==> src/rtl/pcr_pkg.sv <==
// Constants, tables and types for the command register map block
package pcr_pkg;
  // Number of writable command registers held in the map
  localparam int NREG = 22;
  localparam int IW = 5;
  // Register indices into the tables below
  localparam int I_OP = 0;
  localparam int I_ONOFF = 1;
  localparam int I_VSET = 2;
  localparam int I_TRIM = 3;
  localparam int I_VMAX = 4;
  localparam int I_MH = 5;
  localparam int I_ML = 6;
  localparam int I_RATE = 7;
  localparam int I_DROOP = 8;
  localparam int I_FREQ = 9;
  localparam int I_PHASE = 10;
  localparam int I_GAIN = 11;
  localparam int I_CSOFF = 12;
  localparam int I_OVF = 13;
  localparam int I_OVR = 14;
  localparam int I_OVW = 15;
  localparam int I_UVW = 16;
  localparam int I_UVF = 17;
  localparam int I_UVR = 18;
  localparam int I_OC = 19;
  localparam int I_UC = 20;
  localparam int I_OT = 21;
  // Command codes, in index order
  localparam logic [7:0] CODE_TAB [NREG] = '{
    8'h01, 8'h02, 8'h21, 8'h23, 8'h24, 8'h25, 8'h26, 8'h27, 8'h28, 8'h33, 8'h37,
    8'h38, 8'h39, 8'h40, 8'h41, 8'h42, 8'h43, 8'h44, 8'h45, 8'h46, 8'h4b, 8'h4f};
  // Reset values; strap-derived entries are reloaded just after reset
  localparam logic [15:0] RST_TAB [NREG] = '{
    16'h0000, 16'h0017, 16'h0000, 16'h0000, 16'h0000, 16'h0000, 16'h0000,
    16'hba00, 16'h0000, 16'h0000, 16'h0000, 16'hb2ae, 16'h0000, 16'h0000,
    16'h0080, 16'h0000, 16'h0000, 16'h0000, 16'h0080, 16'he280, 16'he57f,
    16'hebe8};
  // Strap scale factor in twentieths of the strapped voltage, 0 = none
  localparam logic [7:0] SCALE_TAB [NREG] = '{
    8'h00, 8'h00, 8'h14, 8'h00, 8'h16, 8'h15, 8'h13, 8'h00, 8'h00, 8'h00, 8'h00,
    8'h00, 8'h00, 8'h17, 8'h00, 8'h16, 8'h12, 8'h11, 8'h00, 8'h00, 8'h00, 8'h00};
  localparam logic [31:0] SCALE_DEN = 32'h0000_0014;
  // Byte-wide commands and strap-loaded commands
  localparam logic [NREG-1:0] BYTE_MASK = 22'h04_4003;
  localparam logic [NREG-1:0] STRAP_MASK = 22'h03_a674;
  // Data-less commands and the fixed format descriptor
  localparam logic [7:0] C_CLEAR = 8'h03;
  localparam logic [7:0] C_STORE = 8'h15;
  localparam logic [7:0] C_RESTORE = 8'h16;
  localparam logic [7:0] C_FMT = 8'h20;
  localparam logic [7:0] FMT_VAL = 8'h13;
  // Run mode and on/off source bits
  localparam int OP_ON = 7;
  localparam logic [1:0] MRG_LO = 2'h1;
  localparam logic [1:0] MRG_HI = 2'h2;
  localparam int CFG_USE = 4;
  localparam int CFG_CMD = 3;
  localparam int CFG_PIN = 2;
  localparam int CFG_POL = 1;
  localparam int CFG_IMM = 0;
  // Fault action field: bit 7 or bit 6 set shuts the output down
  localparam int RSP_HI = 7;
  localparam int RSP_LO = 6;
  // Sticky flag positions
  localparam int NFLAG = 7;
  localparam int F_OVF = 0;
  localparam int F_OVW = 1;
  localparam int F_UVW = 2;
  localparam int F_UVF = 3;
  localparam int F_OC = 4;
  localparam int F_UC = 5;
  localparam int F_OT = 6;
  // Ramp tick period
  localparam int CLK_NS = 40;
  localparam int TICK_NS = 1000;
  localparam int TICK_CYC = (TICK_NS + CLK_NS - 1) / CLK_NS;
  // Transfer kinds on the command port
  typedef enum logic [2:0] {K_SEND, K_WBYTE, K_WWORD, K_RBYTE, K_RWORD} pcr_kind_t;
endpackage

==> src/rtl/pcr_nv_if.sv <==
// Port bundle between the register map and its settings store
`timescale 1ns/10ps
interface pcr_nv_if #(parameter int AW = 5, parameter int DW = 16);
  logic we;
  logic re;
  logic [AW-1:0] addr;
  logic [DW-1:0] wdata;
  logic [DW-1:0] rdata;
  modport host (output we, output re, output addr, output wdata, input rdata);
  modport mem (input we, input re, input addr, input wdata, output rdata);
endinterface

==> src/rtl/pcr_nvmem.sv <==
// Settings store for saved user configuration, registered read port
`timescale 1ns/10ps
module pcr_nvmem #(
  parameter int DEPTH = 22,
  parameter int AW = 5,
  parameter int DW = 16
) (
  input wire logic sys_clk_i,
  pcr_nv_if.mem nv
);
  logic [DW-1:0] mem_r [DEPTH];
  logic [DW-1:0] rdata_r;

  initial
  begin
    if (DEPTH > (1 << AW))
      $error("pcr_nvmem: depth exceeds address range");
  end

  // Contents survive reset on purpose, like the nonvolatile array
  always_ff @(posedge sys_clk_i)
  begin
    if (nv.we)
      mem_r[nv.addr] <= nv.wdata;
    if (nv.re)
      rdata_r <= mem_r[nv.addr];
  end

  assign nv.rdata = rdata_r;
endmodule

==> src/rtl/pcr_regmap.sv <==
// Command register map of the step-down module: settings, ramp, limits
// Operation
// - Byte 01h selects on, off and margin high/low modes.
// - Byte 02h picks pin and command on/off sources, default 17h.
// - Send-byte 15h copies all settings into the saved store.
// - Send-byte 16h reloads the working settings from the store.
// - Code 20h reads back fixed 13h, linear format exponent -13.
// - Word 21h holds nominal output voltage, default from strap.
// - Signed word 23h, default zero, offsets the commanded voltage.
// - Word 24h caps commanded voltage, default 1.1 times strap.
// - Words 25h/26h give margin levels, 1.05 and 0.95 times strap.
// - Voltage changes ramp at rate word 27h, default 1 V/ms.
// - Word 28h holds load-line slope, default zero.
// - Word 33h sets switching frequency, default from strap.
// - Word 37h sets phase offset against shared sync clock.
// - Words 38h/39h give current-sense gain and offset.
// - Overvoltage fault when output exceeds word 40h.
// - Byte 41h decides the overvoltage fault action, default shutdown.
// - Overvoltage warning when output exceeds word 42h.
// - Undervoltage warning when output falls below word 43h.
// - Undervoltage fault below word 44h, action from byte 45h.
// - Overcurrent fault when current exceeds word 46h.
// - Undercurrent fault when current falls below word 4Bh.
// - Over-temperature fault when temperature exceeds word 4Fh.
`timescale 1ns/10ps
module pcr_regmap
  import pcr_pkg::*;
#(
  parameter int TICK_CYCLES = TICK_CYC
) (
  input wire logic sys_clk_i,
  input wire logic rst_i,
  input wire logic cmd_valid_i,
  input wire logic [2:0] cmd_kind_i,
  input wire logic [7:0] cmd_code_i,
  input wire logic [15:0] cmd_data_i,
  input wire logic en_pin_i,
  input wire logic [15:0] vout_strap_i,
  input wire logic [15:0] freq_strap_i,
  input wire logic [6:0] addr_strap_i,
  input wire logic [15:0] vout_meas_i,
  input wire logic [15:0] iout_meas_i,
  input wire logic [15:0] temp_meas_i,
  output logic rsp_valid_o,
  output logic rsp_err_o,
  output logic [15:0] rsp_data_o,
  output logic busy_o,
  output logic out_enable_o,
  output logic [15:0] vout_ref_o,
  output logic [15:0] freq_o,
  output logic [15:0] phase_o,
  output logic [15:0] droop_o,
  output logic [15:0] cs_gain_o,
  output logic [15:0] cs_offset_o,
  output logic [NFLAG-1:0] flags_o
);
  typedef enum logic [1:0] {S_INIT, S_IDLE, S_STORE, S_RESTORE} pcr_state_t;

  initial
  begin
    if (TICK_CYCLES < 1)
      $error("pcr_regmap: tick period must be at least one cycle");
    if (NREG > (1 << IW) - 1)
      $error("pcr_regmap: register count exceeds index width");
  end

  // Strap fraction in twentieths
  function automatic logic [15:0] scale(input logic [15:0] v, input logic [7:0] n);
    logic [31:0] p;
    p = 32'(v) * 32'(n) / SCALE_DEN;
    return p[15:0];
  endfunction

  // Mantissa/exponent word to fixed point with 16 fraction bits
  function automatic logic signed [47:0] l11(input logic [15:0] w);
    logic signed [47:0] m;
    int e;
    m = 48'(signed'(w[10:0]));
    e = int'(signed'(w[15:11]));
    return m <<< (e + 16);
  endfunction

  // Rate word to setpoint LSBs per microsecond, 1 V/ms gives 8
  function automatic logic [15:0] rate_step(input logic [15:0] w);
    logic [31:0] m;
    int sh;
    m = 32'(w[10:0]);
    sh = int'(signed'(w[15:11])) + 3;
    m = (sh >= 0) ? (m << sh) : (m >> (-sh));
    if (m == 32'h0)
      m = 32'h1;
    if (m > 32'h0000_ffff)
      m = 32'h0000_ffff;
    return m[15:0];
  endfunction

  pcr_state_t st_r, st_nxt;
  logic [15:0] regs_r [NREG];
  logic [15:0] reg_nxt [NREG];
  logic [NREG-1:0] hit;
  logic [IW-1:0] idx_r, idx_nxt;
  logic [IW-1:0] ld_idx_r;
  logic rvld_r;
  logic nv_valid_r;
  logic [NFLAG-1:0] flags_r, flags_nxt, cond;
  logic shut_r, shut_nxt;
  logic en_r, en_nxt;
  logic [15:0] vnow_r, vnow_nxt;
  logic [15:0] tick_r;
  logic rsp_valid_r, rsp_err_r, busy_r;
  logic [15:0] rsp_data_r;
  pcr_nv_if #(.AW(IW), .DW(16)) nv ();

  pcr_nvmem #(.DEPTH(NREG), .AW(IW), .DW(16)) u_nvmem (
    .sys_clk_i(sys_clk_i),
    .nv(nv.mem)
  );

  // Command decode
  wire acc = cmd_valid_i && (st_r == S_IDLE);
  wire any_hit = |hit;
  wire is_byte = |(hit & BYTE_MASK);
  wire is_send = cmd_kind_i == K_SEND;
  wire wr_ok = acc && any_hit && ((cmd_kind_i == K_WBYTE && is_byte) ||
                                  (cmd_kind_i == K_WWORD && !is_byte));
  wire rd_reg = any_hit && ((cmd_kind_i == K_RBYTE && is_byte) ||
                            (cmd_kind_i == K_RWORD && !is_byte));
  wire rd_fmt = (cmd_code_i == C_FMT) && (cmd_kind_i == K_RBYTE);
  wire rd_ok = acc && (rd_reg || rd_fmt);
  wire clr_ok = acc && is_send && (cmd_code_i == C_CLEAR);
  wire sto_ok = acc && is_send && (cmd_code_i == C_STORE);
  // Restore without any saved image is refused, not loaded with junk
  wire rst_ok = acc && is_send && (cmd_code_i == C_RESTORE) && nv_valid_r;
  wire cmd_ok = wr_ok || rd_ok || clr_ok || sto_ok || rst_ok;
  wire [15:0] wval = is_byte ? {8'h00, cmd_data_i[7:0]} : cmd_data_i;

  // Read mux; the descriptor is a constant, not a register
  logic [15:0] rd_mux;
  always_comb
  begin
    rd_mux = rd_fmt ? {8'h00, FMT_VAL} : 16'h0000;
    for (int i = 0; i < NREG; i++)
      if (hit[i])
        rd_mux = rd_mux | regs_r[i];
  end

  // Per-register decode, next value and storage
  genvar g;
  generate
    for (g = 0; g < NREG; g++)
    begin : g_reg
      wire [15:0] strap_v = (g == I_FREQ) ? freq_strap_i :
                            (g == I_PHASE) ? {12'h000, addr_strap_i[3:0]} :
                            scale(vout_strap_i, SCALE_TAB[g]);
      wire init_ld = (st_r == S_INIT) && STRAP_MASK[g];
      wire nv_ld = rvld_r && (ld_idx_r == IW'(g));
      assign hit[g] = cmd_code_i == CODE_TAB[g];
      assign reg_nxt[g] = init_ld ? strap_v :
                          (wr_ok && hit[g]) ? wval :
                          nv_ld ? nv.rdata : regs_r[g];
      always_ff @(posedge sys_clk_i)
      begin
        if (rst_i)
          regs_r[g] <= RST_TAB[g];
        else
          regs_r[g] <= reg_nxt[g];
      end
    end
  endgenerate

  // Store and restore walk every register once, one per cycle
  wire last_idx = idx_r == IW'(NREG - 1);
  wire walk_end = idx_r == IW'(NREG);
  always_comb
  begin
    st_nxt = st_r;
    idx_nxt = idx_r;
    case (st_r)
      S_INIT:
        st_nxt = S_IDLE;
      S_IDLE:
      begin
        idx_nxt = '0;
        if (sto_ok)
          st_nxt = S_STORE;
        else if (rst_ok)
          st_nxt = S_RESTORE;
      end
      S_STORE:
      begin
        idx_nxt = idx_r + IW'(1);
        if (last_idx)
          st_nxt = S_IDLE;
      end
      S_RESTORE:
      begin
        idx_nxt = idx_r + IW'(1);
        if (walk_end)
          st_nxt = S_IDLE;
      end
      default:
        st_nxt = S_IDLE;
    endcase
  end

  assign nv.we = st_r == S_STORE;
  assign nv.re = (st_r == S_RESTORE) && !walk_end;
  assign nv.addr = idx_r;
  assign nv.wdata = regs_r[idx_r];

  // Sequencer registers
  always_ff @(posedge sys_clk_i)
  begin
    if (rst_i)
    begin
      st_r <= S_INIT;
      idx_r <= '0;
      ld_idx_r <= '0;
      rvld_r <= 1'b0;
      nv_valid_r <= 1'b0;
    end
    else
    begin
      st_r <= st_nxt;
      idx_r <= idx_nxt;
      ld_idx_r <= idx_r;
      rvld_r <= nv.re;
      nv_valid_r <= nv_valid_r || (st_r == S_STORE && last_idx);
    end
  end

  // Target voltage: mode select, trim, then ceiling
  wire [1:0] mrg = regs_r[I_OP][5:4];
  wire [15:0] base = (mrg == MRG_HI) ? regs_r[I_MH] :
                     (mrg == MRG_LO) ? regs_r[I_ML] : regs_r[I_VSET];
  wire signed [17:0] sum = $signed({2'b00, base}) + 18'(signed'(regs_r[I_TRIM]));
  wire signed [17:0] cap = $signed({2'b00, regs_r[I_VMAX]});
  wire [15:0] tgt = (sum < 0) ? 16'h0000 :
                    (sum > cap) ? regs_r[I_VMAX] : sum[15:0];

  // On/off source selection
  wire [7:0] cfg = regs_r[I_ONOFF][7:0];
  wire cmd_on = !cfg[CFG_CMD] || regs_r[I_OP][OP_ON];
  wire pin_on = !cfg[CFG_PIN] || (en_pin_i == cfg[CFG_POL]);
  wire want_on = !cfg[CFG_USE] || (cmd_on && pin_on);
  assign en_nxt = want_on && !shut_r && (st_r != S_INIT);

  // Ramp: step per microsecond from the rate word
  wire tick = tick_r == 16'(TICK_CYCLES - 1);
  wire [15:0] step = rate_step(regs_r[I_RATE]);
  wire [15:0] dst = en_r ? tgt : 16'h0000;
  wire [15:0] gap = (vnow_r > dst) ? (vnow_r - dst) : (dst - vnow_r);
  wire [15:0] mv = (gap < step) ? gap : step;
  always_comb
  begin
    vnow_nxt = vnow_r;
    if (!en_r && cfg[CFG_IMM])
      vnow_nxt = 16'h0000; // Immediate off skips the ramp
    else if (tick && vnow_r < dst)
      vnow_nxt = vnow_r + mv;
    else if (tick && vnow_r > dst)
      vnow_nxt = vnow_r - mv;
  end
  wire settled = en_r && (vnow_r == tgt);

  // Voltage limits read zero until the strap load, so overvoltage checks wait for it
  wire mon_on = st_r != S_INIT;
  // Limit comparisons; undervoltage only once the ramp has landed
  assign cond[F_OVF] = mon_on && (vout_meas_i > regs_r[I_OVF]);
  assign cond[F_OVW] = mon_on && (vout_meas_i > regs_r[I_OVW]);
  assign cond[F_UVW] = settled && (vout_meas_i < regs_r[I_UVW]);
  assign cond[F_UVF] = settled && (vout_meas_i < regs_r[I_UVF]);
  assign cond[F_OC] = l11(iout_meas_i) > l11(regs_r[I_OC]);
  assign cond[F_UC] = l11(iout_meas_i) < l11(regs_r[I_UC]);
  assign cond[F_OT] = l11(temp_meas_i) > l11(regs_r[I_OT]);

  // Sticky flags: a condition present during the clear still sets
  assign flags_nxt = (clr_ok ? '0 : flags_r) | cond;
  wire ov_act = regs_r[I_OVR][RSP_HI] || regs_r[I_OVR][RSP_LO];
  wire uv_act = regs_r[I_UVR][RSP_HI] || regs_r[I_UVR][RSP_LO];
  assign shut_nxt = (clr_ok ? 1'b0 : shut_r) ||
                    (cond[F_OVF] && ov_act) ||
                    (cond[F_UVF] && uv_act);

  // Status, ramp and control state
  always_ff @(posedge sys_clk_i)
  begin
    if (rst_i)
    begin
      flags_r <= '0;
      shut_r <= 1'b0;
      en_r <= 1'b0;
      vnow_r <= 16'h0000;
      tick_r <= 16'h0000;
    end
    else
    begin
      flags_r <= flags_nxt;
      shut_r <= shut_nxt;
      en_r <= en_nxt;
      vnow_r <= vnow_nxt;
      tick_r <= tick ? 16'h0000 : tick_r + 16'h0001;
    end
  end

  // Every request gets a one-cycle answer the cycle after it
  always_ff @(posedge sys_clk_i)
  begin
    if (rst_i)
    begin
      rsp_valid_r <= 1'b0;
      rsp_err_r <= 1'b0;
      rsp_data_r <= 16'h0000;
      busy_r <= 1'b1;
    end
    else
    begin
      rsp_valid_r <= cmd_valid_i;
      rsp_err_r <= cmd_valid_i && !cmd_ok;
      rsp_data_r <= rd_ok ? rd_mux : 16'h0000;
      busy_r <= st_nxt != S_IDLE;
    end
  end

  assign rsp_valid_o = rsp_valid_r;
  assign rsp_err_o = rsp_err_r;
  assign rsp_data_o = rsp_data_r;
  assign busy_o = busy_r;
  assign out_enable_o = en_r;
  assign vout_ref_o = vnow_r;
  assign freq_o = regs_r[I_FREQ];
  assign phase_o = regs_r[I_PHASE];
  assign droop_o = regs_r[I_DROOP];
  assign cs_gain_o = regs_r[I_GAIN];
  assign cs_offset_o = regs_r[I_CSOFF];
  assign flags_o = flags_r;
endmodule

==> config.mk <==
export PLATFORM = sky130hd
export DESIGN_NAME = pcr_regmap
export DESIGN_NICKNAME = d
export VERILOG_FILES = /design/src/rtl/pcr_pkg.sv /design/src/rtl/pcr_nv_if.sv /design/src/rtl/pcr_nvmem.sv /design/src/rtl/pcr_regmap.sv
export SDC_FILE = /design/constraint.sdc
export NUM_CORES = 2
export LEC_CHECK = 0
export ABC_AREA = 1
export BUFFER_PORTS_ARGS = -buffer_cell sky130_fd_sc_hd__buf_2
export CELL_PAD_IN_SITES_DETAIL_PLACEMENT = 2
export CELL_PAD_IN_SITES_GLOBAL_PLACEMENT = 2
export CORE_MARGIN = 1.5
export CORE_UTILIZATION = 36
export CTS_CLUSTER_DIAMETER = 120
export DETAILED_ROUTE_END_ITERATION = 10
export PLACE_DENSITY_LB_ADDON = 0.1
export SYNTH_ARGS = -nofsm -noshare
export SYNTH_HDL_FRONTEND = slang
export SYNTH_SLANG_ARGS = --single-unit
==> constraint.sdc <==
create_clock -name sys_clk_i -period 14.8 [get_ports sys_clk_i]
set_input_delay 0.74 -clock sys_clk_i [delete_from_list [all_inputs] [get_ports sys_clk_i]]
set_output_delay 0.74 -clock sys_clk_i [all_outputs]
set_load 0.05 [all_outputs]
* Yosys cells after proc, flatten, opt, wreduce, memory -nomap -nowiden
Memories as Yosys holds them, arrays and structs flattened. A register that Yosys moved wholly into a read port is not among the register bits.
Cells that the tools add are included.
** Cells by class
- Add/sub/neg operators :: 14
- Multipliers :: 7
- Div/mod/pow operators :: 7
- $lt $le $gt $ge :: 14
- Eq/ne operators :: 62
- Shift operators :: 7
- Multiplexer cells :: 127
- Bitwise operators :: 46
- Reductions and logical operators :: 111
** Operator list (number)
- two-way mux 16 bit :: 109
- OR 16 bit :: 21
- <<< shifter 11 x 32 -> 48 bit :: 5
- divider 21 x 5 -> 32 bit (second input constant) :: 7
- equality test 8 x 6 -> 1 bit (second input constant) :: 12
- greater-than comparator 48 bit :: 2
- multiplier 16 x 5 -> 21 bit (second input constant) :: 4
- logical AND 1 bit :: 75
- equality test 8 x 7 -> 1 bit (second input constant) :: 9
- < comparator 16 bit :: 4
- two-way mux 32 bit :: 2
- greater-than comparator 16 bit :: 3
- < comparator 48 bit :: 1
- subtractor 16 bit :: 3
- equality test 5 x 4 -> 1 bit (second input constant) :: 8
- equality test 5 bit (second input constant) :: 8
- multiplier 16 x 4 -> 20 bit (second input constant) :: 2
- adder 5 x 6 -> 7 bit (second input constant) :: 5
- greater-than comparator 32 x 16 -> 1 bit (second input constant) :: 1
- zero test 32 bit :: 1
- negator 6 -> 32 bit :: 1
- left shift 11 x 32 -> 32 bit :: 1
- right shift 11 x 32 -> 32 bit :: 1
- OR 1 bit :: 22
- 42 further kinds :: 88
** Storage, ports and cells
- Bits in registers :: 74
- Memory bits (writable) :: 704
- Input port bits :: 118
- Output and inout port bits :: 123
- Logic and storage cells :: 411
- Memories kept :: 2
** Memories
- regs_r :: depth 22, width 16, rd ports 23, clocked after memory_dff 1, wr ports 22, RTL line pcr_regmap.sv:98 : logic [15:0] regs_r [NREG];
- u_nvmem.mem_r :: depth 22, width 16, rd ports 1, clocked after memory_dff 1, wr ports 1, RTL line pcr_nvmem.sv:11 : logic [DW-1:0] mem_r [DEPTH];

* Longest topological paths before layout
- Depth after elaboration :: 47
- Mapped depth :: 126
- Depth with buffers taken out :: 121

* Cells and area by module
A second synthesis with hierarchy kept.
** Second synthesis, totals
- Cell total of the unflattened synthesis :: 11447
- Area total of the unflattened synthesis :: 76015.4 µm²
** Modules (own cells, without submodules)
- pcr_regmap :: times used 1, cells each 10109, area an instance 61107.4 µm²
- pcr_nvmem :: times used 1, cells each 1338, area an instance 14908.0 µm²

* Least setup slack after synthesis
No wires, ideal clock.
- Path type :: input to register
- From :: input vout_strap_i[1]
- To :: memory regs_r[16][0]
- Setup time :: 0.119 ns
- Arrival :: 11.765 ns
- Path slack :: 2.916 ns
- Cell stages on the path :: 111
- Buffers on the path :: 7
- Cells stage by stage :: ha_1 ha_1 fa_1 clkbuf_1 nor2_1 nand3_1 clkinv_1 nand3_1 nor2_1 nand3_1 nor2_1 nand2_1 nand2_1 nand3_1 nor2_1 nand2_2 nand2_4 nand3_4 [... 75 more ...] nand2_2 nand2_2 nand2_2 nand3_4 nand2_1 nand2_1 inv_2 nand2_1 nor2_1 nand2_2 nand2_4 nand2_1 nand2_1 nand2_1 nor2_1 nand4_1 nand2_1 a21oi_1
** RTL lines
- from (decl) :: RTL line pcr_regmap.sv:38 : input wire logic [15:0] vout_strap_i,
- to (decl) :: RTL line pcr_regmap.sv:98

==> flow_summary.json <==
{
  "worstPathRequired_ns": 15.35,
  "root_buffer": "clkbuf_16",
  "rows": 167,
  "hold_class": "in -> reg",
  "initialDrtViolationCount": 9002,
  "fmax_mhz": 63.91,
  "cts_buffers": 95,
  "hold_viol": 0,
  "track_usage": 0.4262,
  "drive_above_1_share": 0.1188,
  "placed_area_sq_um": 79770,
  "path_clk_slew_ns": 0.07,
  "vias": 90910,
  "async_flop_share": 0,
  "yosysUniqueCellTypes": 82,
  "remaining_drc_errors": 0,
  "end_kind": "flop",
  "ys_ff_latch": 799,
  "syn_avg_cell_area_sq_um": 6.584,
  "rsz0062_at_grt": "yes",
  "numPortBuffers": 237,
  "setup_ws_ns": -0.8477,
  "overflow": 0,
  "status": "complete, but fails checks",
  "synth.cell_area_sq_um": 74770,
  "dpl.hpwl_microns": 350700,
  "detail_route.wl_per_cell_microns": 33.70,
  "start_util": 0.3615,
  "clock_skew_ns": 0.1071,
  "worst_ep_arrival_time_ns": 16.19,
  "first_pass_iters": 6,
  "htree_levels": 3,
  "setup_viol": 2,
  "clkSinkCount": 799,
  "die-area_sq_um": 210400,
  "maxCapViolCount": 0,
  "layout.nets": 12210,
  "routabilityCongestion": 1.069,
  "critPathMaxFanout": 15,
  "die_width_microns": 458.7,
  "ys.flop_type": "dfxtp_1",
  "avgViaCountPerCell": 6.324,
  "cp-start-kind": "primary input",
  "yosys.area.top_type": "edfxtp_1",
  "critPathMaxStageDelay_ns": 0.41,
  "io_pins": 241,
  "fp.dieH_microns": 458.7,
  "wirelength_microns": 484400,
  "slew_viol_final": 0,
  "insertion_delay_ns": 0.83,
  "syn-num-nets": 12000,
  "ctsLongestPathBuffers": 3,
  "ys_warn_count": 0,
  "worst_pin_slew_ns": 1.452,
  "fill_cells": 24800,
  "postCtsHoldBufs": 0,
  "grt_pass1_wl_microns": 658900,
  "drtAntennaViolNets": 0,
  "synth_edf_count": 368,
  "synth_top_area_frac": 0.1478,
  "violations": "setup timing",
  "core-area_sq_um": 206900,
  "finalInstanceArea_sq_um": 85010,
  "cp_slowest_cell": "fa_1",
  "netlist_top_cells_area": "edfxtp_1, nand2_1, dfxtp_1",
  "worst-setup-path-type": "in -> reg",
  "slew_headroom": 0.03180,
  "antenna_found_initial": 44,
  "finalCritPeriodShare": 1.057,
  "postSynthCellCount": 11360,
  "grt_pass1_vias": 92400,
  "yosysSeqAreaShare": 0.2632,
  "grt_start_max_net_pins": 85,
  "syn2layout_area_growth_pct": 13.69,
  "fin_crit_ns": 15.65,
  "cts_tree": "done",
  "critPathMostFrequentCell": "nand2_1"
}
-- cell usage in the layout (no fill, tap or decap), types with 159 or more instances in the layout --
cell type	n
nand2_2	159
ha_1	435
a21oi_1	854
inv_1	1355
xor2_1	196
dfxtp_1	427
o21ai_0	1275
nand3_1	700
o22ai_1	163
buf_4	383
nor2_1	937
buf_2	221
nand2_1	2456
edfxtp_1	368
-- worst max-delay path, delay by kind of cell --
kind | cells | cell delay (ns)
AOI/OAI and AO/OA | 5 | 0.93
adders and majority gates | 3 | 0.93
xor gates and xnor gates | 1 | 0.20
and+or+nand+nor | 87 | 11.27
buffers and inverters | 16 | 2.03
-- flip-flops by register name (all words and copies together), names as in the netlist, 2 cells and up, named ones only --
register / flops
tick_r: 16
idx_r: 5
st_r: 2
u_nvmem.mem_r: 352
u_nvmem.nv.rdata: 16
flags_o: 7
regs_r: 352
ld_idx_r: 5
rsp_data_o: 16
vout_ref_o: 16
-- final cells by class --
cell class | count | area (sq um) | share of cell area
Timing Repair inverter | 1 | 7.507 | 0.00008831
Sequential cell | 799 | 19690 | 0.2316
Multi-Input combinational cell | 8599 | 49040 | 0.5769
Tap cell | 2704 | 3383 | 0.03980
Clock inverter | 54 | 601.8 | 0.007079
Antenna cell | 30 | 75.07 | 0.0008831
Inverter | 1443 | 5459 | 0.06422
Clock buffer | 122 | 2569 | 0.03022
Timing Repair Buffer | 623 | 4183 | 0.04920
-- stage by stage --
stage / std cells / util / setup slack (ns) / setup TNS (ns) / hold slack, ns
after floorplan: 11360 / - / 2.916 / 0 / 0.4000
after global placement: 14090 / 0.3856 / -0.3242 / -0.4071 / 0.4343
after detailed placement: 14090 / 0.3856 / -1.454 / -7.711 / 0.4517
after CTS: 14270 / 0.4018 / 0.01264 / 0 / 0.1708
after global routing: 14350 / 0.4106 / -1.508 / -6.661 / 0.2467
final: 14380 / 0.4110 / -0.8477 / -1.274 / 0.1973
-- Yosys cell counts (41+ instances only) --
cell	count
nand2_1	2510
inv_1	1373
dfxtp_1	431
a21oi_1	863
fa_1	69
xnor2_1	75
nand3_1	719
or2_2	50
o21ai_0	1321
edfxtp_1	368
clkbuf_1	444
a221oi_1	64
o221ai_1	79
nand2_2	124
nand4_1	128
o211ai_1	156
inv_2	41
a31oi_1	76
o22ai_1	165
nor3_1	56
ha_1	459
xor2_1	211
nor2_1	988
-- timing repair --
action                     4_1_cts  5_1_grt
resized for setup               44      324
setup endpoints to repair        5       32
setup buffers                    3       69
gates cloned                     0        6
pin swaps                        1       67
-- routing by layer --
metal	vias to the layer above	track usage	share of wire	wire length, microns
met5	-	0	0.00032	157
met4	22	0.2917	0.084	40880
met3	1660	0.07402	0.077	37340
met2	4397	0.6817	0.45	217500
met1	46020	0.5217	0.39	188500
li1	38810	-	-	-
-- worst paths after layout --
check | slack, ns | end | cells past startpoint | from
worst max-delay path | -0.85 | regs_r[2][0] | 112 | vout_strap_i[3]
worst min-delay path | 0.20 | regs_r[10][2] | 3 | addr_strap_i[2]
worst max register to register | 0.87 | vout_ref_o[15] | 88 | regs_r[0][4]
worst min register to register | 0.46 | tick_r[0] | 1 | tick_r[0]
-- cell families after synthesis --
family / synth area share
xor+xnor: 0.03474
buf+inv: 0.1017
fa+ha+maj: 0.09528
compound gates: 0.2272
flops: 0.2632
mux: 0.005238
simple gates: 0.2727
Power is not shown: default switching activity piles up to over one toggle a cycle in this logic, so the estimate is an artifact.
